`src/tw_pkg.sv`:
```
// Purpose: shared constants and types of the three-wire configuration port
// Assumes: five-bit register space, eight-bit registers
// Notes: port configuration bits live at address zero
package tw_pkg;
	// ----------------------------------------------------------------
	// instruction byte layout
	// ----------------------------------------------------------------
	localparam int TW_BYTE_W = 8;
	localparam int TW_ADDR_W = 5;
	localparam int TW_RW_BIT = 7;
	localparam int TW_CNT_HI = 6;
	localparam int TW_CNT_LO = 5;
	localparam int TW_ADDR_HI = 4;
	localparam logic [2:0] TW_LAST_BIT = 3'h7;
	localparam logic [2:0] TW_FIRST_BIT = 3'h0;

	// ----------------------------------------------------------------
	// port configuration register
	// ----------------------------------------------------------------
	localparam logic [4:0] TW_CFG_ADDR = 5'h00;
	localparam int TW_CFG_BIDIR_BIT = 7;
	localparam int TW_CFG_LSB_BIT = 6;
	localparam logic TW_CFG_BIDIR_RST = 1'b0;
	localparam logic TW_CFG_LSB_RST = 1'b0;
	localparam logic [4:0] TW_ADDR_STEP = 5'h01;

	// synchroniser reset: {sclk, chip select (idle high), data}
	localparam logic [2:0] TW_SYNC_RST = 3'h2;

	typedef enum logic [1:0] {
		ST_IDLE,
		ST_INSTR,
		ST_DATA,
		ST_DONE
	} tw_state_t;
endpackage

```
`src/tw_pins_if.sv`:
```
// Purpose: sampled link events from the synchroniser to the port core
// Assumes: all signals on ref_clk_i
// Notes: rise and fall are one-cycle pulses
interface tw_pins_if;
	logic sclk_rise;
	logic sclk_fall;
	logic cs_n;
	logic sdi;
	modport src (output sclk_rise, output sclk_fall, output cs_n, output sdi);
	modport dst (input sclk_rise, input sclk_fall, input cs_n, input sdi);
endinterface

```
`src/tw_port.sv`:
```
// Purpose: serial slave port giving a host access to configuration registers
// Assumes: serial clock at most one eighth of ref_clk_i; register file on ref_clk_i
// Notes: register contents live outside, except the two port configuration bits
// Behaviour
// eight instruction bits, then data phase
// instruction top bit set means read
// bits six and five give one to four bytes
// low five bits give start address
// chip select high restarts at instruction phase
// unfinished byte is never written
// sample on rising, launch on falling edge
// both data outputs released while deselected
// host holds chip select low whole cycle
// config bit seven selects bidirectional data pin
// bidirectional mode keeps separate output released
// config bit six selects least-significant-first order
// msb-first order decrements byte address
// lsb-first order increments byte address
// each write byte lands at its last bit
// new port settings apply to following bytes
// host changes port settings with single bytes
// read shifts out addressed byte from first fall
module tw_port
	import tw_pkg::*;
#(
	parameter int ADDR_W = 5
)
(
	// clock and reset
	input wire logic ref_clk_i,
	input wire logic resetn_i,
	// serial link pins
	input wire logic sclk_i,
	input wire logic chip_select_n_i,
	input wire logic sdio_i,
	output logic sdio_o,
	output logic sdio_oe_n_o,
	output logic serial_data_out_o,
	output logic serial_data_out_oe_n_o,
	// register file side
	output logic [ADDR_W-1:0] reg_rd_addr_o,
	input wire logic [TW_BYTE_W-1:0] reg_rdata_i,
	output logic reg_wr_o,
	output logic [ADDR_W-1:0] reg_wr_addr_o,
	output logic [TW_BYTE_W-1:0] reg_wdata_o,
	// port configuration state
	output logic bidir_mode_o,
	output logic lsb_first_o
);
	// ----------------------------------------------------------------
	// elaboration checks
	// ----------------------------------------------------------------
	if (ADDR_W != TW_ADDR_W)
	begin : g_chk
		$error("ADDR_W must match the five-bit instruction address");
	end

	// ----------------------------------------------------------------
	// reset release and pin sampling
	// ----------------------------------------------------------------
	logic [1:0] rst_sync;
	logic rst_n;

	// assert at once, release after two edges
	always_ff @(posedge ref_clk_i or negedge resetn_i)
	begin
		if (!resetn_i)
		begin
			rst_sync <= 2'h0;
		end
		else
		begin
			rst_sync <= {rst_sync[0], 1'b1};
		end
	end
	assign rst_n = rst_sync[1];

	tw_pins_if pins ();

	tw_sync u_sync (
		.ref_clk_i(ref_clk_i),
		.rst_n_i(rst_n),
		.sclk_i(sclk_i),
		.cs_n_i(chip_select_n_i),
		.sdi_i(sdio_i),
		.pins(pins)
	);

	// ----------------------------------------------------------------
	// port state
	// ----------------------------------------------------------------
	typedef struct packed {
		tw_state_t state;
		logic [2:0] bit_cnt;
		logic [TW_BYTE_W-1:0] shreg;
		logic rd;
		logic [1:0] bytes_left;
		logic [TW_ADDR_W-1:0] addr;
		logic cfg_bidir;
		logic cfg_lsb;
		logic drive;
		logic out_bit;
		logic wr;
		logic [TW_ADDR_W-1:0] waddr;
		logic [TW_BYTE_W-1:0] wdata;
	} tw_core_t;

	tw_core_t st;
	tw_core_t next_st;
	logic [TW_BYTE_W-1:0] shift_in;
	logic [TW_BYTE_W-1:0] rd_byte;
	logic [2:0] bit_idx;
	logic byte_done;

	// bit order for both instruction and data
	always_comb
	begin
		if (st.cfg_lsb)
		begin
			shift_in = {pins.sdi, st.shreg[TW_BYTE_W-1:1]};
			bit_idx = st.bit_cnt;
		end
		else
		begin
			shift_in = {st.shreg[TW_BYTE_W-2:0], pins.sdi};
			bit_idx = TW_LAST_BIT - st.bit_cnt;
		end
	end

	// config bits are held here, so reads of address zero merge them in
	assign rd_byte = (st.addr == TW_CFG_ADDR) ?
		{st.cfg_bidir, st.cfg_lsb, reg_rdata_i[TW_CFG_LSB_BIT-1:0]} : reg_rdata_i;
	assign byte_done = pins.sclk_rise && (st.bit_cnt == TW_LAST_BIT);

	// sequencing of instruction and data phases
	always_comb
	begin
		next_st = st;
		next_st.wr = 1'b0;
		if (pins.cs_n)
		begin
			// deselect always returns to the start
			next_st.state = ST_IDLE;
			// release both data outputs
			next_st.drive = 1'b0;
		end
		else
		begin
			case (st.state)
				ST_IDLE:
				begin
					next_st.state = ST_INSTR;
					next_st.bit_cnt = TW_FIRST_BIT;
				end
				ST_INSTR:
				begin
					// first eight rising edges form the instruction
					if (pins.sclk_rise)
					begin
						next_st.shreg = shift_in;
						next_st.bit_cnt = st.bit_cnt + 3'h1;
						if (byte_done)
						begin
							next_st.state = ST_DATA;
							// direction flag
							next_st.rd = shift_in[TW_RW_BIT];
							// byte count decode
							next_st.bytes_left = shift_in[TW_CNT_HI:TW_CNT_LO];
							// start address
							next_st.addr = shift_in[TW_ADDR_HI:0];
						end
					end
				end
				ST_DATA:
				begin
					// launch read bits on falling edges
					// current contents of addressed byte
					if (pins.sclk_fall && st.rd)
					begin
						next_st.drive = 1'b1;
						next_st.out_bit = rd_byte[bit_idx];
					end
					// sample on rising edges
					if (pins.sclk_rise)
					begin
						next_st.shreg = shift_in;
						next_st.bit_cnt = st.bit_cnt + 3'h1;
					end
					if (byte_done)
					begin
						// write lands at the byte's last bit
						if (!st.rd)
						begin
							next_st.wr = 1'b1;
							next_st.waddr = st.addr;
							next_st.wdata = shift_in;
							// new settings govern the following bytes
							if (st.addr == TW_CFG_ADDR)
							begin
								next_st.cfg_bidir = shift_in[TW_CFG_BIDIR_BIT];
								next_st.cfg_lsb = shift_in[TW_CFG_LSB_BIT];
							end
						end
						// decrement in msb-first order
						// increment in lsb-first order
						if (next_st.cfg_lsb)
						begin
							next_st.addr = st.addr + TW_ADDR_STEP;
						end
						else
						begin
							next_st.addr = st.addr - TW_ADDR_STEP;
						end
						if (st.bytes_left == 2'h0)
						begin
							next_st.state = ST_DONE;
						end
						else
						begin
							next_st.bytes_left = st.bytes_left - 2'h1;
						end
					end
				end
				ST_DONE:
				begin
					// extra edges ignored until the host deselects
					next_st.state = ST_DONE;
				end
				default:
				begin
					next_st.state = ST_IDLE;
				end
			endcase
		end
	end

	// partial bytes never reach the write strobe
	always_ff @(posedge ref_clk_i or negedge rst_n)
	begin
		if (!rst_n)
		begin
			st <= '{state: ST_IDLE, bit_cnt: 3'h0, shreg: 8'h00, rd: 1'b0, bytes_left: 2'h0,
				addr: 5'h00, cfg_bidir: TW_CFG_BIDIR_RST, cfg_lsb: TW_CFG_LSB_RST, drive: 1'b0,
				out_bit: 1'b0, wr: 1'b0, waddr: 5'h00, wdata: 8'h00};
		end
		else
		begin
			st <= next_st;
		end
	end

	// ----------------------------------------------------------------
	// outputs
	// ----------------------------------------------------------------
	// pin mode picks which output carries read data
	// separate output stays released in bidirectional mode
	assign sdio_oe_n_o = ~(st.drive & st.cfg_bidir);
	assign serial_data_out_oe_n_o = ~(st.drive & ~st.cfg_bidir);
	assign sdio_o = st.out_bit;
	assign serial_data_out_o = st.out_bit;
	assign reg_rd_addr_o = st.addr;
	assign reg_wr_o = st.wr;
	assign reg_wr_addr_o = st.waddr;
	assign reg_wdata_o = st.wdata;
	assign bidir_mode_o = st.cfg_bidir;
	assign lsb_first_o = st.cfg_lsb;
endmodule

```
`src/tw_sync.sv`:
```
// Purpose: two-stage synchroniser and serial clock edge finder
// Assumes: serial clock well below half of ref_clk_i
// Notes: all three pins share one latency, so data stays aligned to edges
module tw_sync
	import tw_pkg::*;
(
	// clock and reset
	input wire logic ref_clk_i,
	input wire logic rst_n_i,
	// raw pins
	input wire logic sclk_i,
	input wire logic cs_n_i,
	input wire logic sdi_i,
	// sampled events
	tw_pins_if.src pins
);
	typedef struct packed {
		logic [2:0] s1;
		logic [2:0] s2;
		logic sclk_d;
	} tw_sync_t;

	tw_sync_t st;
	tw_sync_t next_st;

	// first stage feeds only the second stage
	always_comb
	begin
		next_st = st;
		next_st.s1 = {sclk_i, cs_n_i, sdi_i};
		next_st.s2 = st.s1;
		next_st.sclk_d = st.s2[2];
	end

	always_ff @(posedge ref_clk_i or negedge rst_n_i)
	begin
		if (!rst_n_i)
		begin
			st <= '{s1: TW_SYNC_RST, s2: TW_SYNC_RST, sclk_d: 1'b0};
		end
		else
		begin
			st <= next_st;
		end
	end

	// edges found on the second stage only
	assign pins.sclk_rise = st.s2[2] & ~st.sclk_d;
	assign pins.sclk_fall = ~st.s2[2] & st.sclk_d;
	assign pins.cs_n = st.s2[1];
	assign pins.sdi = st.s2[0];
endmodule

```
`config.mk`:
```
export PLATFORM = sky130hd
export DESIGN_NAME = tw_port
export DESIGN_NICKNAME = d
export VERILOG_FILES = /design/src/tw_pkg.sv /design/src/tw_pins_if.sv /design/src/tw_port.sv /design/src/tw_sync.sv
export SDC_FILE = /design/constraint.sdc
export NUM_CORES = 1
export LEC_CHECK = 0
export ABC_CLOCK_PERIOD_IN_PS = 2600
export BUFFER_PORTS_ARGS = -buffer_cell sky130_fd_sc_hd__clkbuf_2
export CAP_MARGIN = 30
export CORE_AREA = 4 4 92 68
export CTS_CLUSTER_SIZE = 30
export DETAILED_ROUTE_END_ITERATION = 7
export DIE_AREA = 0 0 96 72
export GPL_ROUTABILITY_DRIVEN = 0
export GPL_TIMING_DRIVEN = 0
export PLACE_DENSITY = 0.71
export SLEW_MARGIN = 25
export SYNTH_ARGS = -nofsm -noshare
export SYNTH_HDL_FRONTEND = slang
export SYNTH_SLANG_ARGS = --single-unit
```
`constraint.sdc`:
```
create_clock -name ref_clk_i -period 2.6 [get_ports ref_clk_i]
set_input_delay 0.13 -clock ref_clk_i [delete_from_list [all_inputs] [get_ports ref_clk_i]]
set_output_delay 0.13 -clock ref_clk_i [all_outputs]
set_load 0.03 [all_outputs]
```
==> impl_results.md <==
* Vias in the first global route at 1980
* CP max FO at 6
* Class of the worst hold path: in -> async
* Arrival time worst endpoint at 2.64 ns
* Most common flop cell mapped by yosys: dfrtp_1
* Worst IR Drop VDD at about 0.35 mV
* PD cells at 473 nW/µm²
* Routed vias at just over 2000
* Clk_lat worst skew at 0.31 ns
* Total GRT Usage at 17.4%
* Root Driver: clkbuf_8
* Die Wd at roughly 96 µm
* CTS buffer count at 5
* Leakage at roughly 1.5 nW
* Post-Syn Instances at roughly 260
* Full die area at 6910 µm²
* Total detailed-routing wirelength at 5470 µm
* Core box area at 5500 µm²
* Gate power share at 5.9%
* Mapped Nets at ~280
* Max Cap Violations at 0
* Final period utilization at 94.1%
* Flop pwr share at 51.2%
* Seq/Total Area, Yosys at 45.5%
* CP Launch Type: flop
* EDFF count, synth at 0
* CP Cell Sequence: nor4_4 > a21o_1 > nand2_1 > xnor2_1 > ha_1 > or3_1 > a221oi_2 > nor3_1 > nand3b_1
* PnR worst setup slack at about 0.15 ns
* Slowest-stage cell, CP: dfrtp_2
* N_diodes at 0
* Sw Share at a little over a fifth
* Antenna violations before repair at 0
* Worst r2r src: reg_rd_addr_o[0]
* Largest net degree at the start of global routing at 25
* Fin nets at 334
* R2R cell count at 9
* Grt met3 use at 3.73%
* Sink Count at 48
* Die H at 72 µm
* Final hold violations at 0
* Yosys synthesis warning count at 0
* Crit. End Element: flop
* Sw power at about 0.33 mW
* Area growth syn-to-layout at 21.3%
* Slew HR at roughly 58%
* First-pass GRT wire length at 9470 µm
* CTS max path bufs at 2
* Starting DRT DRC Count at between 90 and 100
* Distinct cells, synth at about 50
* Fraction of layout cells with a size suffix above 1 at between 30% and 40%
* Met2 GRT Util at 25.6%
* Clk network pwr share at 42.9%
* DRT Pass-1 Iters at 4
* # DRC at 0
* Hpwl dp at 4020 µm
* Io pins at 38
* Clock period minus worst slack at between 2 and 2.5 ns
* Clock transition at path regs at 0.10 ns
* Async SR Flop Fraction at between 90% and 100%
* Layout Cells excl Fill at 387
* Reg2reg end: reg_rd_addr_o[4]
* Clock Skew at 0.0153 ns
* Port bufs at 37
* Routed Antenna Nets at 0
* Most frequent cells in the layout: 43 x dfrtp_1, 37 x clkbuf_2, 26 x buf_4
* H-tree depth reported by CTS at 2
* Worst slew pin tran at 0.609 ns
* Vias per cell at 5.30
* Worst R2R Setup Slack at 0.15 ns
* Most common cell after layout, fill and taps aside: dfrtp_1
* Critical setup path kind: reg -> reg
* Outcome: finished clean
* Inst Count DP at about 370
* Post-Syn Area at 2640 µm²
* Congestion Overflow GR at 0
* CTS tree: yes
* Initial core utilization at 48.1%
* Data required, critical path at approximately 2.8 ns
* Setup slack at placement at -0.0667 ns
* Synth Register Bits at 48
* Syn avg cell area at 10.3 µm²
* Slew Limit Fails at 0
* Internal at between 1 and 1.5 mW
* Cell row count at 23
* Area post-placement at 2950 µm²
* Met1 GRT Util at 25.7%
* Final setup fails at 0
* Max stage delay on crit path at between 0.4 and 0.5 ns
* Final design instance area without fill at 3210 µm²
* Max Clk Rate at slightly above 400 MHz
* Busiest grt layer: met1
* Wire per inst at 14.1 µm
## final cells by class
type                       count  area, µm²
fill                         486       2290
multi-input combinational    165       1210
sequential                    48       1210
timing repair buffer          48        298
buffer                        32        215
tap                           75       93.8
clock buffer                   5       68.8
clock inverter                 3       68.8
inverter                      11       41.3
## registers in the layout, indices dropped and copies added, names as in the netlist
name and cells:
bidir_mode_o 1, u_sync.pins.sdi 1, reg_wr_o 1, u_sync.pins.cs_n 1, u_sync.st 1, rst_sync 2
lsb_first_o 1, reg_wr_addr_o 5, st 17, reg_rd_addr_o 5, reg_wdata_o 8, sdio_o 1
u_sync.next_st 4
## cells by family (layout without fill, tap and decap cells)
kind of cell / after synthesis / in the layout / share of synthesized area, %
multiplexers: 23 / 23 / 9.13
AO/OA/AOI/OAI: 59 / 59 / 15.9
buffers and inverters: 43 / 99 / 9.61
XOR/XNOR: 4 / 4 / 1.33
adder cells (fa/ha/maj): 10 / 10 / 4.73
other: 1 / 1 / 0.142
flip-flops: 48 / 48 / 45.5
AND/OR/NAND/NOR: 68 / 68 / 13.6
## cells in the mapped netlist (all sizes together), types with 3 or more instances
cell type  count  area [µm²]
dfrtp         46        1150
buf           29         201
nand2         27         111
mux2i         17         174
o21ai         13        65.1
inv           11        41.3
ha            10         125
o31ai         10        80.1
a21oi          9        45.0
nor2           8        30.0
nand3          7        35.0
a22o           6        52.6
mux2           6        67.6
nor4           6        43.8
a22oi          4        30.0
nor2b          4        32.5
nor3           4        20.0
a21o           3        22.5
clkbuf         3        11.3
nand3b         3        22.5
xnor2          3        26.3
## metrics by stage
step | power (mW) | TNS [ns] | util, % | hold WS [ns]
6_report | 1.52 | 0 | 58.4 | 0.131
2_1_floorplan | 0.841 | 0 | - | -0.166
5_1_grt | 1.58 | -0.0300 | 58.4 | 0.138
3_3_place_gp | 0.868 | -0.0759 | 53.2 | -0.0839
3_5_place_dp | 0.876 | -0.0667 | 53.7 | -0.0834
4_1_cts | 1.53 | 0 | 57.3 | 0.125
## per-layer routing
layer	wire length, µm	part of all wire (%)
met4	80	1.5
met2	2440	45
met1	2660	49
met5	0	0
met3	297	5.4
## worst max path at each step
stage	depth (start not counted)	end	from	slack, ns
6_report	9	reg_rd_addr_o[4]	reg_rd_addr_o[0]	0.15
2_1_floorplan	10	reg_rd_addr_o[4]	lsb_first_o	0.1
4_1_cts	9	reg_rd_addr_o[4]	reg_rd_addr_o[0]	0.06
3_3_place_gp	10	reg_rd_addr_o[4]	lsb_first_o	-0.08
3_5_place_dp	10	reg_rd_addr_o[4]	lsb_first_o	-0.07
5_1_grt	9	reg_rd_addr_o[4]	reg_rd_addr_o[0]	-0.03
## worst max-delay path: cells and delay by family, from the launching register on
family,cells,cell delay (ns)
AND/OR/NAND/NOR,5,1.01
adder cells (fa/ha/maj),1,0.22
flip-flops,1,0.48
AO/OA/AOI/OAI,2,0.49
XOR/XNOR,1,0.14
## repair_timing
action	in CTS	in global routing
gates resized for setup	2	5
hold buffers	4	0
setup endpoints to repair	1	1
setup buffers	1	5
endpoints found under the hold margin	5	0
pin swaps	0	1
## power by group through the flow
stage          Combinational (mW)  Clock [mW]  Sequential, mW
6_report                   0.0893       0.651           0.776
4_1_cts                    0.0896       0.665           0.777
5_1_grt                     0.102       0.697           0.780
3_3_place_gp               0.0710           0           0.797
2_1_floorplan              0.0492           0           0.791
3_5_place_dp               0.0848           0           0.791
(Power assumes the default switching activity.)
